### src/sol_map.svh
// register offsets, field positions, codes and sizes of the sequence i/o block
`ifndef SOL_MAP_SVH
`define SOL_MAP_SVH
`define SOL_N_OUT 12
`define SOL_N_IN 6
`define SOL_A_CTRL 8'h00
`define SOL_A_STS 8'h04
`define SOL_A_MASK 8'h08
`define SOL_A_PMAX 8'h0C
`define SOL_A_PMIN 8'h10
`define SOL_A_LIVE 8'h14
`define SOL_A_OUT0 8'h20
`define SOL_A_IN0 8'h50
`define SOL_C_ROT 0
`define SOL_C_STOP 1
`define SOL_C_SWEN 2
`define SOL_C_DO1 3
`define SOL_C_DO2 4
`define SOL_E_POT 0
`define SOL_E_NOT 1
`define SOL_E_SWOT 2
`define SOL_CTRL_RST 5'h00
`define SOL_PMAX_RST 32'h7FFFFFFF
`define SOL_PMIN_RST 32'h80000000
`define SOL_CODE_RST 7'h00
`define SOL_FC_RDY 7'h01
`define SOL_FC_INP 7'h02
`define SOL_FC_ALM_NO 7'h10
`define SOL_FC_OT 7'h14
`define SOL_FC_HOMED 7'h16
`define SOL_FC_ZSPD 7'h18
`define SOL_FC_CRDY 7'h1C
`define SOL_FC_POT 7'h26
`define SOL_FC_NOT 7'h27
`define SOL_FC_HOME 7'h28
`define SOL_FC_FSTOP 7'h29
`define SOL_FC_PRESET 7'h4B
`define SOL_FC_ALM_NC 7'h4C
`define SOL_FC_DO1 7'h5B
`define SOL_FC_DO2 7'h5C
`define SOL_FI_HOME 7'h06
`define SOL_FI_POT 7'h07
`define SOL_FI_NOT 7'h08
`endif

### src/sol_pkg.sv
// types shared by the sequence i/o and over-travel block
package sol_pkg;
  typedef logic [6:0] sol_code_type; // terminal function code
  typedef logic signed [31:0] sol_pos_type; // axis position
  typedef struct packed {
    logic do2, do1, pot, nott, ot, alarm, preset, fstop;
    logic home, crdy, zspd, homed, inp, rdy;
  } sol_stat_type; // internal status functions
endpackage : sol_pkg

### src/sol_in_map.sv
// maps the input terminals onto home switch and over-travel functions
`timescale 1ns/1ps
`include "sol_map.svh"
module sol_in_map (
  input wire logic [`SOL_N_IN-1:0] cont_in, // input terminal levels
  input wire sol_pkg::sol_code_type codes [`SOL_N_IN], // active input assignments
  output logic home_on, // home switch level
  output logic pos_ok, // positive limit not reached
  output logic neg_ok // negative limit not reached
);
  import sol_pkg::*;
  // terminals whose assignment equals a function code
  function automatic logic [`SOL_N_IN-1:0] hits(input sol_code_type c [`SOL_N_IN], input sol_code_type want);
    for (int i = 0; i < `SOL_N_IN; i++) begin
      hits[i] = (c[i] == want);
    end
  endfunction : hits
  // unassigned home reads off; unassigned limits read on (break contacts)
  always_comb begin
    home_on = |(cont_in & hits(codes, `SOL_FI_HOME));
    pos_ok = &(cont_in | ~hits(codes, `SOL_FI_POT));
    neg_ok = &(cont_in | ~hits(codes, `SOL_FI_NOT));
  end
endmodule : sol_in_map

### src/sol_out_sel.sv
// picks the status that one output terminal shows from its function code
`timescale 1ns/1ps
`include "sol_map.svh"
module sol_out_sel (
  input wire sol_pkg::sol_code_type code, // terminal assignment
  input wire logic dout_ok, // terminal may carry digital outputs
  input wire sol_pkg::sol_stat_type st, // internal status
  output logic level // terminal drive level
);
  import sol_pkg::*;
  // code selects the function; unknown codes stay inactive
  always_comb begin
    case (code)
      `SOL_FC_RDY: level = st.rdy;
      `SOL_FC_INP: level = st.inp;
      `SOL_FC_ALM_NO: level = st.alarm;
      `SOL_FC_ALM_NC: level = !st.alarm;
      `SOL_FC_OT: level = st.ot;
      `SOL_FC_HOMED: level = st.homed;
      `SOL_FC_ZSPD: level = st.zspd;
      `SOL_FC_CRDY: level = st.crdy;
      `SOL_FC_POT: level = st.pot;
      `SOL_FC_NOT: level = st.nott;
      `SOL_FC_HOME: level = st.home;
      `SOL_FC_FSTOP: level = st.fstop;
      `SOL_FC_PRESET: level = st.preset;
      `SOL_FC_DO1: level = dout_ok && st.do1;
      `SOL_FC_DO2: level = dout_ok && st.do2;
      default: level = 1'b0;
    endcase
  end
endmodule : sol_out_sel

### src/sol_seq_io.sv
// sequence output mapping, limit inputs and software over-travel with apb registers
// How it works
// - twelve output codes, default zero, apply at power cycle
// - each output shows status chosen by code
// - alarm as open (16) or closed (76) contact
// - digital outputs 91, 92 only on first two
// - home switch from input code 6, else off
// - home switch serves homing chosen by host
// - positive limit code 7, negative code 8
// - unassigned limit reads on; off means reached
// - hardware limits ignored under torque control
// - limit hit decelerates using chosen stop method
// - opposite-direction motion still allowed at limit
// - positive limit acts only on positive travel
// - per-limit detection on codes 38, 39
// - code 20 shows any hardware or software limit
// - software window enforced when selection is one
// - leaving window forces stop, raises code 20
// - travelling back clears software limit indication
`timescale 1ns/1ps
`include "sol_map.svh"
module sol_seq_io (
  input wire logic pclk, // control clock
  input wire logic presetn, // async reset, low active
  input wire logic psel, // apb select
  input wire logic penable, // apb enable
  input wire logic pwrite, // apb direction
  input wire logic [7:0] paddr, // apb byte address
  input wire logic [31:0] pwdata, // apb write data
  output logic [31:0] prdata, // apb read data
  output logic pready, // apb ready
  output logic pslverr, // apb error on unmapped address
  input wire logic power_cycle, // supply restart pulse, applies settings
  input wire logic [`SOL_N_IN-1:0] cont_in, // sequence input terminals
  input wire logic motor_fwd, // motor turning forward
  input wire logic motor_rev, // motor turning reverse
  input wire logic torque_mode, // torque control active
  input wire sol_pkg::sol_pos_type cur_pos, // current position
  input wire logic servo_ready, // servo-on ready status
  input wire logic in_position, // in-position status
  input wire logic homing_done, // homing complete status
  input wire logic zero_speed, // zero speed status
  input wire logic ctrl_ready, // control ready status
  input wire logic fstop_seen, // forced stop status
  input wire logic preset_done, // preset complete status
  input wire logic alarm, // alarm present
  output logic [`SOL_N_OUT-1:0] seq_out, // sequence output terminals
  output logic home_limit_switch, // home switch to homing logic
  output logic stop_req, // decelerate to stop
  output logic third_torque_limit_sel, // stop by torque limit, else quick-stop decel
  output logic inhibit_pos, // block positive motion commands
  output logic inhibit_neg, // block negative motion commands
  output logic irq // level interrupt
);
  import sol_pkg::*;

  logic [4:0] ctrl_reg; // control bits
  logic [2:0] sts_reg; // sticky events
  logic [2:0] mask_reg; // interrupt enables
  sol_pos_type pmax_reg; // window maximum
  sol_pos_type pmin_reg; // window minimum
  sol_code_type out_pend [`SOL_N_OUT]; // written output assignments
  sol_code_type out_act [`SOL_N_OUT]; // applied output assignments
  sol_code_type in_pend [`SOL_N_IN]; // written input assignments
  sol_code_type in_act [`SOL_N_IN]; // applied input assignments
  logic pos_ot_reg; // positive hardware limit seen
  logic neg_ot_reg; // negative hardware limit seen
  logic sw_pos_reg; // above window
  logic sw_neg_reg; // below window
  logic sw_pos_next; // next above-window state
  logic sw_neg_next; // next below-window state
  logic home_on, pos_ok, neg_ok; // mapped input functions
  logic travel_pos, travel_neg; // travel direction in axis terms
  logic pos_hit, neg_hit; // limits acting this cycle
  logic [2:0] evt; // event set pulses
  logic [`SOL_N_OUT-1:0] sel; // selected terminal levels
  sol_stat_type st; // status bundle for the selectors
  logic acc, wr_en; // apb access phase and write strobe
  logic [31:0] rd_val; // decoded read value
  logic rd_ok; // address is mapped

  // apb decode: read value and mapping of an address
  function automatic logic [32:0] decode(input logic [7:0] a);
    decode = {1'b1, 32'h00000000};
    if (a == `SOL_A_CTRL) begin
      decode[4:0] = ctrl_reg;
    end else if (a == `SOL_A_STS) begin
      decode[2:0] = sts_reg;
    end else if (a == `SOL_A_MASK) begin
      decode[2:0] = mask_reg;
    end else if (a == `SOL_A_PMAX) begin
      decode[31:0] = pmax_reg;
    end else if (a == `SOL_A_PMIN) begin
      decode[31:0] = pmin_reg;
    end else if (a == `SOL_A_LIVE) begin
      decode[4:0] = {home_on, sw_neg_reg, sw_pos_reg, neg_ot_reg, pos_ot_reg};
    end else if (a >= `SOL_A_OUT0 && a < `SOL_A_IN0 && a[1:0] == 2'b00) begin
      decode[6:0] = out_pend[4'((a - `SOL_A_OUT0) >> 2)];
    end else if (a >= `SOL_A_IN0 && a < 8'h68 && a[1:0] == 2'b00) begin
      decode[6:0] = in_pend[3'((a - `SOL_A_IN0) >> 2)];
    end else begin
      decode[32] = 1'b0; // unmapped
    end
  endfunction : decode

  // read mux as a process, so that register changes reach it without an address change
  always_comb begin
    {rd_ok, rd_val} = decode(paddr);
  end
  // access phase not yet answered; the write lands on the edge that samples ready
  assign acc = psel && penable && !pready;
  assign wr_en = psel && penable && pready && pwrite && rd_ok;

  // one wait state: ready and read data registered
  always_ff @(posedge pclk or negedge presetn) begin
    if (!presetn) begin
      pready <= 1'b0;
      pslverr <= 1'b0;
      prdata <= 32'h00000000;
    end else begin
      pready <= acc;
      pslverr <= acc && !rd_ok;
      if (acc && !pwrite) begin
        prdata <= rd_val;
      end
    end
  end

  // control, window and mask registers
  always_ff @(posedge pclk or negedge presetn) begin
    if (!presetn) begin
      ctrl_reg <= `SOL_CTRL_RST;
      mask_reg <= 3'h0;
      pmax_reg <= `SOL_PMAX_RST;
      pmin_reg <= `SOL_PMIN_RST;
    end else if (wr_en) begin
      if (paddr == `SOL_A_CTRL) begin
        ctrl_reg <= pwdata[4:0];
      end else if (paddr == `SOL_A_MASK) begin
        mask_reg <= pwdata[2:0];
      end else if (paddr == `SOL_A_PMAX) begin
        pmax_reg <= pwdata;
      end else if (paddr == `SOL_A_PMIN) begin
        pmin_reg <= pwdata;
      end
    end
  end

  // assignment settings: written values wait for a supply restart
  generate
    for (genvar k = 0; k < `SOL_N_OUT; k++) begin : g_out
      always_ff @(posedge pclk or negedge presetn) begin
        if (!presetn) begin
          out_pend[k] <= `SOL_CODE_RST;
          out_act[k] <= `SOL_CODE_RST;
        end else begin
          if (wr_en && paddr == 8'(`SOL_A_OUT0 + 4 * k)) begin
            out_pend[k] <= pwdata[6:0];
          end
          if (power_cycle) begin
            out_act[k] <= out_pend[k];
          end
        end
      end
      // digital outputs only on the first two terminals
      sol_out_sel u_sel (
        .code(out_act[k]),
        .dout_ok(k < 2),
        .st(st),
        .level(sel[k])
      );
    end
    for (genvar j = 0; j < `SOL_N_IN; j++) begin : g_in
      always_ff @(posedge pclk or negedge presetn) begin
        if (!presetn) begin
          in_pend[j] <= `SOL_CODE_RST;
          in_act[j] <= `SOL_CODE_RST;
        end else begin
          if (wr_en && paddr == 8'(`SOL_A_IN0 + 4 * j)) begin
            in_pend[j] <= pwdata[6:0];
          end
          if (power_cycle) begin
            in_act[j] <= in_pend[j];
          end
        end
      end
    end
  endgenerate

  sol_in_map u_in (
    .cont_in(cont_in),
    .codes(in_act),
    .home_on(home_on),
    .pos_ok(pos_ok),
    .neg_ok(neg_ok)
  );

  // axis direction follows the rotation-direction setting
  // torque control bypasses both hardware limits
  always_comb begin
    travel_pos = ctrl_reg[`SOL_C_ROT] ? motor_rev : motor_fwd;
    travel_neg = ctrl_reg[`SOL_C_ROT] ? motor_fwd : motor_rev;
    pos_hit = !torque_mode && !pos_ok && travel_pos;
    neg_hit = !torque_mode && !neg_ok && travel_neg;
  end

  // software window: set wins over the clear by reverse travel
  always_comb begin
    sw_pos_next = sw_pos_reg;
    sw_neg_next = sw_neg_reg;
    if (!ctrl_reg[`SOL_C_SWEN]) begin
      sw_pos_next = 1'b0;
      sw_neg_next = 1'b0;
    end else begin
      if (cur_pos > pmax_reg) begin
        sw_pos_next = 1'b1;
      end else if (travel_neg) begin
        sw_pos_next = 1'b0;
      end
      if (cur_pos < pmin_reg) begin
        sw_neg_next = 1'b1;
      end else if (travel_pos) begin
        sw_neg_next = 1'b0;
      end
    end
  end

  // limit state, stop request and per-direction inhibits
  always_ff @(posedge pclk or negedge presetn) begin
    if (!presetn) begin
      pos_ot_reg <= 1'b0;
      neg_ot_reg <= 1'b0;
      sw_pos_reg <= 1'b0;
      sw_neg_reg <= 1'b0;
      stop_req <= 1'b0;
      third_torque_limit_sel <= 1'b0;
      inhibit_pos <= 1'b0;
      inhibit_neg <= 1'b0;
      home_limit_switch <= 1'b0;
    end else begin
      pos_ot_reg <= pos_hit;
      neg_ot_reg <= neg_hit;
      sw_pos_reg <= sw_pos_next;
      sw_neg_reg <= sw_neg_next;
      stop_req <= pos_hit || neg_hit || sw_pos_next || sw_neg_next;
      third_torque_limit_sel <= ctrl_reg[`SOL_C_STOP];
      inhibit_pos <= pos_hit || sw_pos_next;
      inhibit_neg <= neg_hit || sw_neg_next;
      home_limit_switch <= home_on;
    end
  end

  // status bundle seen by the output selectors
  always_comb begin
    st = '0;
    st.rdy = servo_ready;
    st.inp = in_position;
    st.homed = homing_done;
    st.zspd = zero_speed;
    st.crdy = ctrl_ready;
    st.home = home_on;
    st.fstop = fstop_seen;
    st.preset = preset_done;
    st.alarm = alarm;
    st.pot = pos_ot_reg;
    st.nott = neg_ot_reg;
    st.ot = pos_ot_reg || neg_ot_reg || sw_pos_reg || sw_neg_reg;
    st.do1 = ctrl_reg[`SOL_C_DO1];
    st.do2 = ctrl_reg[`SOL_C_DO2];
  end

  // terminals driven from flip-flops
  always_ff @(posedge pclk or negedge presetn) begin
    if (!presetn) begin
      seq_out <= '0;
    end else begin
      seq_out <= sel;
    end
  end

  // sticky events, write one to clear, a new event wins
  assign evt = {(sw_pos_next || sw_neg_next) && !(sw_pos_reg || sw_neg_reg),
                neg_hit && !neg_ot_reg, pos_hit && !pos_ot_reg};
  always_ff @(posedge pclk or negedge presetn) begin
    if (!presetn) begin
      sts_reg <= 3'h0;
      irq <= 1'b0;
    end else begin
      sts_reg <= (sts_reg & ~((wr_en && paddr == `SOL_A_STS) ? pwdata[2:0] : 3'h0)) | evt;
      irq <= |(((sts_reg & ~((wr_en && paddr == `SOL_A_STS) ? pwdata[2:0] : 3'h0)) | evt) & mask_reg);
    end
  end
endmodule : sol_seq_io

### config.mk
export PLATFORM = sky130hd
export DESIGN_NAME = sol_seq_io
export DESIGN_NICKNAME = d
export VERILOG_FILES = /design/src/sol_pkg.sv /design/src/sol_in_map.sv /design/src/sol_out_sel.sv /design/src/sol_seq_io.sv
export VERILOG_INCLUDE_DIRS = /design/src /design/src/src
export SDC_FILE = /design/constraint.sdc
export NUM_CORES = 1
export LEC_CHECK = 0
export ABC_AREA = 1
export BUFFER_PORTS_ARGS = -buffer_cell sky130_fd_sc_hd__clkbuf_2
export CAP_MARGIN = 20
export CORE_MARGIN = 8
export CORE_UTILIZATION = 40
export DETAILED_ROUTE_END_ITERATION = 12
export MAX_ROUTING_LAYER = met4
export PLACE_DENSITY = 0.7
export SLEW_MARGIN = 20
export SYNTH_ARGS = -nofsm -noshare
export SYNTH_HDL_FRONTEND = slang
export SYNTH_HIERARCHICAL = 1
export SYNTH_SLANG_ARGS = --single-unit
export TNS_END_PERCENT = 30
### constraint.sdc
create_clock -name pclk -period 2.1 [get_ports pclk]
set_input_delay 0.21 -clock pclk [delete_from_list [all_inputs] [get_ports pclk]]
set_output_delay 0.21 -clock pclk [all_outputs]
set_load 0.005 [all_outputs]
==> results.toml <==
[finish]
top_regs = "out_act (84), out_pend (84)"
syn_to_final_growth_pct = 20.0
num-nets-final = 3193
fillers = 5099
drive_above_1_share_pct = 24.1
final_area_um2 = 26300
finalNonFillerCells = 3771

[die]
core_area_um2 = 54000
fp.dieH_um = 250
dieWidth_um = 250
start_util_pct = 40.5
die_area_um2 = 62500
ios = 147
num_rows = 85

[clock_network]
clock_sinks = 383
htreeDepth = 2
cts_buffer_depth = 3
clkTransAtPathRegs_ns = 0.06
numCtsBuffers = 42
clk_latency_ns = 0.58
tritoncts = "yes"
cts_root_buf = "clkbuf_16"

[power_and_ir_drop]
power_leakage_nw = 12.8
total_power_w = 0.0172
ir_drop_v = 0.000528
p_per_area_nw_per_um2 = 656

[synthesis]
synth-simple-area-share_pct = 28.4
synth_top_area_cell = "dfrtp_1"
syn_inst = 2768
muxShareOfSynthArea_pct = 5.23
ys_seq_area_share_pct = 43.9
ys_top_cells_by_count = "728 x nand2_1, 351 x dfrtp_1, 263 x inv_1"
synthAdderAreaFrac_pct = 3.60
synthTopCellsByArea = "dfrtp_1 40%, nand2_1 12%, mux2_2 5.1%"
synth_cell_types = 47
async_flop_share_pct = 100
synth_seq_cells = 383
syn-cell-area_um2 = 21900
yosysWarnings = 6
synth_most_common_cell = "nand2_1"
syn_avg_cell_area_um2 = 7.91
synth_edf_count = 0
synth-compound-area-share_pct = 10.9
synth_top_family_by_area = "simple AND/OR/NAND/NOR gates"
synth_xor_area_share_pct = 0
synth.top_cell.area_share_pct = 40.1
synthFlopType = "dfrtp_1"

[sta]
setup_viol = 1
fin_ws_ns = -0.0519
min_period_ns = 2.15
max_freq_mhz = 465
rsz0062_at_grt = "true"
fin_worst_skew_ns = 0.0270
hold_viol = 0
tightest_slew_ns = 0.703
slew_headroom_pct = 53.1
whs_ns = 0.0633
finalSetupTns_ns = -0.0519
drv_slew = 0
fin_crit_sh_pct = 102

[global_route]
overflow = 0
grt_first_pass_wirelength_mm = 103
antenna_found_initial = 5
grt_usage_pct = 20.9
grt_max_degree = 90
first_global_vias = 18700

[critical_path]
endpoint_kind = "flop"
path_common_cell = "nand2_1"
critPathMaxStageDelay_ns = 0.53
critPathSlowestCell = "dfstp_2"
cp_cell_sequence = "inv_1, ha_1, nand2_1, nor3_1, nand2_1, nand2_2, nand2_2, nand2_2, nand2_2, nand3_2, nand2_2, nand2_2, nand2_1, nand2_1, nand2_1, nand2_1, nand2_1"
start_kind = "flop"
critPathMaxFanout = 3
cp.required_ns = 2.55
critical_path_buf_inv_count = 1
worst-endpoint-arrival_ns = 2.60
cpLargestDelayFamily = "simple AND/OR/NAND/NOR gates"
path_class = "reg -> reg"

[drt]
viasPerCell = 5.12
dr.pass1.iters = 7
num_vias = 19300
routed_wirelength_mm = 64.4
wl_per_cell_um = 17.1
antenna_left = 0
dr.first_iter.drc_count = 1560
drc = 0

[place]
port_buffers = 146
placed_area_um2 = 24200
gp_congestion = 0.960
place_inst = 3657
hpwl_mm = 47.4

[min_path]
hold_class = "in -> reg"

[status]
status = "complete, but fails checks"
violations = "negative setup slack"

[job]
max_cap_viol_count = 0
worst paths after layout:
path / from / end / slack (ns) / cells after the start
min in group asynchronous: presetn / seq_out[9] / 0.10 / 2
max in group asynchronous: presetn / pmax_reg[22] / 1.12 / 3
worst max register to register: pmax_reg[15] / irq / -0.05 / 17
worst max-delay path: pmax_reg[15] / irq / -0.05 / 17
worst min-delay path: pwrite / prdata[27] / 0.06 / 5
worst min register to register: prdata[7] / prdata[7] / 0.48 / 2
placed cells by master, fill, tap and decap left out, types with 17 or more instances in the layout:
cell type,synthesis,final
mux2_2,100,100
buf_4,6,111
nor2_2,20,23
dfrtp_1,351,351
nand4_1,26,26
nand3_1,210,207
nor2_4,28,29
o21ai_2,39,39
dfstp_2,32,32
dlygate4sd3_1,0,28
nor3_2,17,18
a22oi_1,17,17
inv_2,52,56
ha_1,63,55
o21ai_0,146,146
nand2_1,728,718
o21ai_1,78,78
clkbuf_2,0,144
nand2_2,50,59
nor2_1,243,239
o22ai_1,34,34
clkbuf_16,0,43
a21oi_1,79,73
clkinv_1,27,27
inv_1,263,259
cell families (layout without fill, tap and decap cells):
| group | after synthesis | after routing |
|---|---|---|
| DFF | 383 | 383 |
| muxes | 102 | 102 |
| adders and majority gates | 63 | 63 |
| other | 2 | 18 |
| and+or+nand+nor | 1373 | 1373 |
| buffers and inverters | 429 | 720 |
| AOI/OAI and AO/OA | 416 | 416 |
per-stage QoR:
step                      setup WS, ns  util (%)
after detailed placement        -0.136      44.8
after CTS                      -0.0462      48.2
after global placement         -0.0871      44.8
final                          -0.0519      48.6
after global routing            -0.224      48.6
after floorplan                  0.116         -
per-layer routing:
metal / up-vias / GRT usage, % / wire length (µm) / share of wire (%)
met5: - / - / 0 / 0
met4: 0 / 6.22 / 1670 / 2.6
met3: 109 / 4.56 / 5140 / 8.0
met2: 681 / 31.7 / 28700 / 45
met1: 8990 / 27.8 / 28900 / 45
li1: 9532 / - / - / -
worst reg2reg max path, stage by stage (launching register included):
cell and delay (ns):
dfstp_2 0.53, inv_1 0.05, ha_1 0.28, nand2_1 0.08, nor3_1 0.27, nand2_1 0.10, nand2_2 0.09, nand2_2 0.07
nand2_2 0.06, nand2_2 0.05, nand3_2 0.06, nand2_2 0.06, nand2_2 0.07, nand2_1 0.06, nand2_1 0.05, nand2_1 0.05
nand2_1 0.06, nand2_1 0.05
where the power goes:
group          switching (W)  leakage, nW  internal [W]
combinational       0.000842         6.85      0.000464
sequential         0.0000689         5.19       0.00744
clock                0.00326        0.762       0.00516
total                0.00417         12.8        0.0131
cell type report:
| class | count | area (µm²) | share of cell area (%) |
|---|---|---|---|
| well taps | 696 | 871 | 3.31 |
| clock inverters | 28 | 433 | 1.65 |
| inverters | 343 | 1290 | 4.93 |
| multi-input cells | 1966 | 10800 | 41.0 |
| repair buffers | 299 | 2130 | 8.11 |
| clock buffers | 50 | 1140 | 4.35 |
| diodes | 6 | 15.0 | 0.0571 |
| flip-flops and latches | 383 | 9620 | 36.6 |
repair_timing:
action                                  in CTS  in global routing
resized for setup                            3                 37
buffers inserted                             0                  2
hold buffers                                28                  0
pin swaps                                    0                  9
hold endpoints to repair                   272                  0
endpoints found under the setup margin       2                  7
No activity file was read; power rests on OpenSTA's default activity.
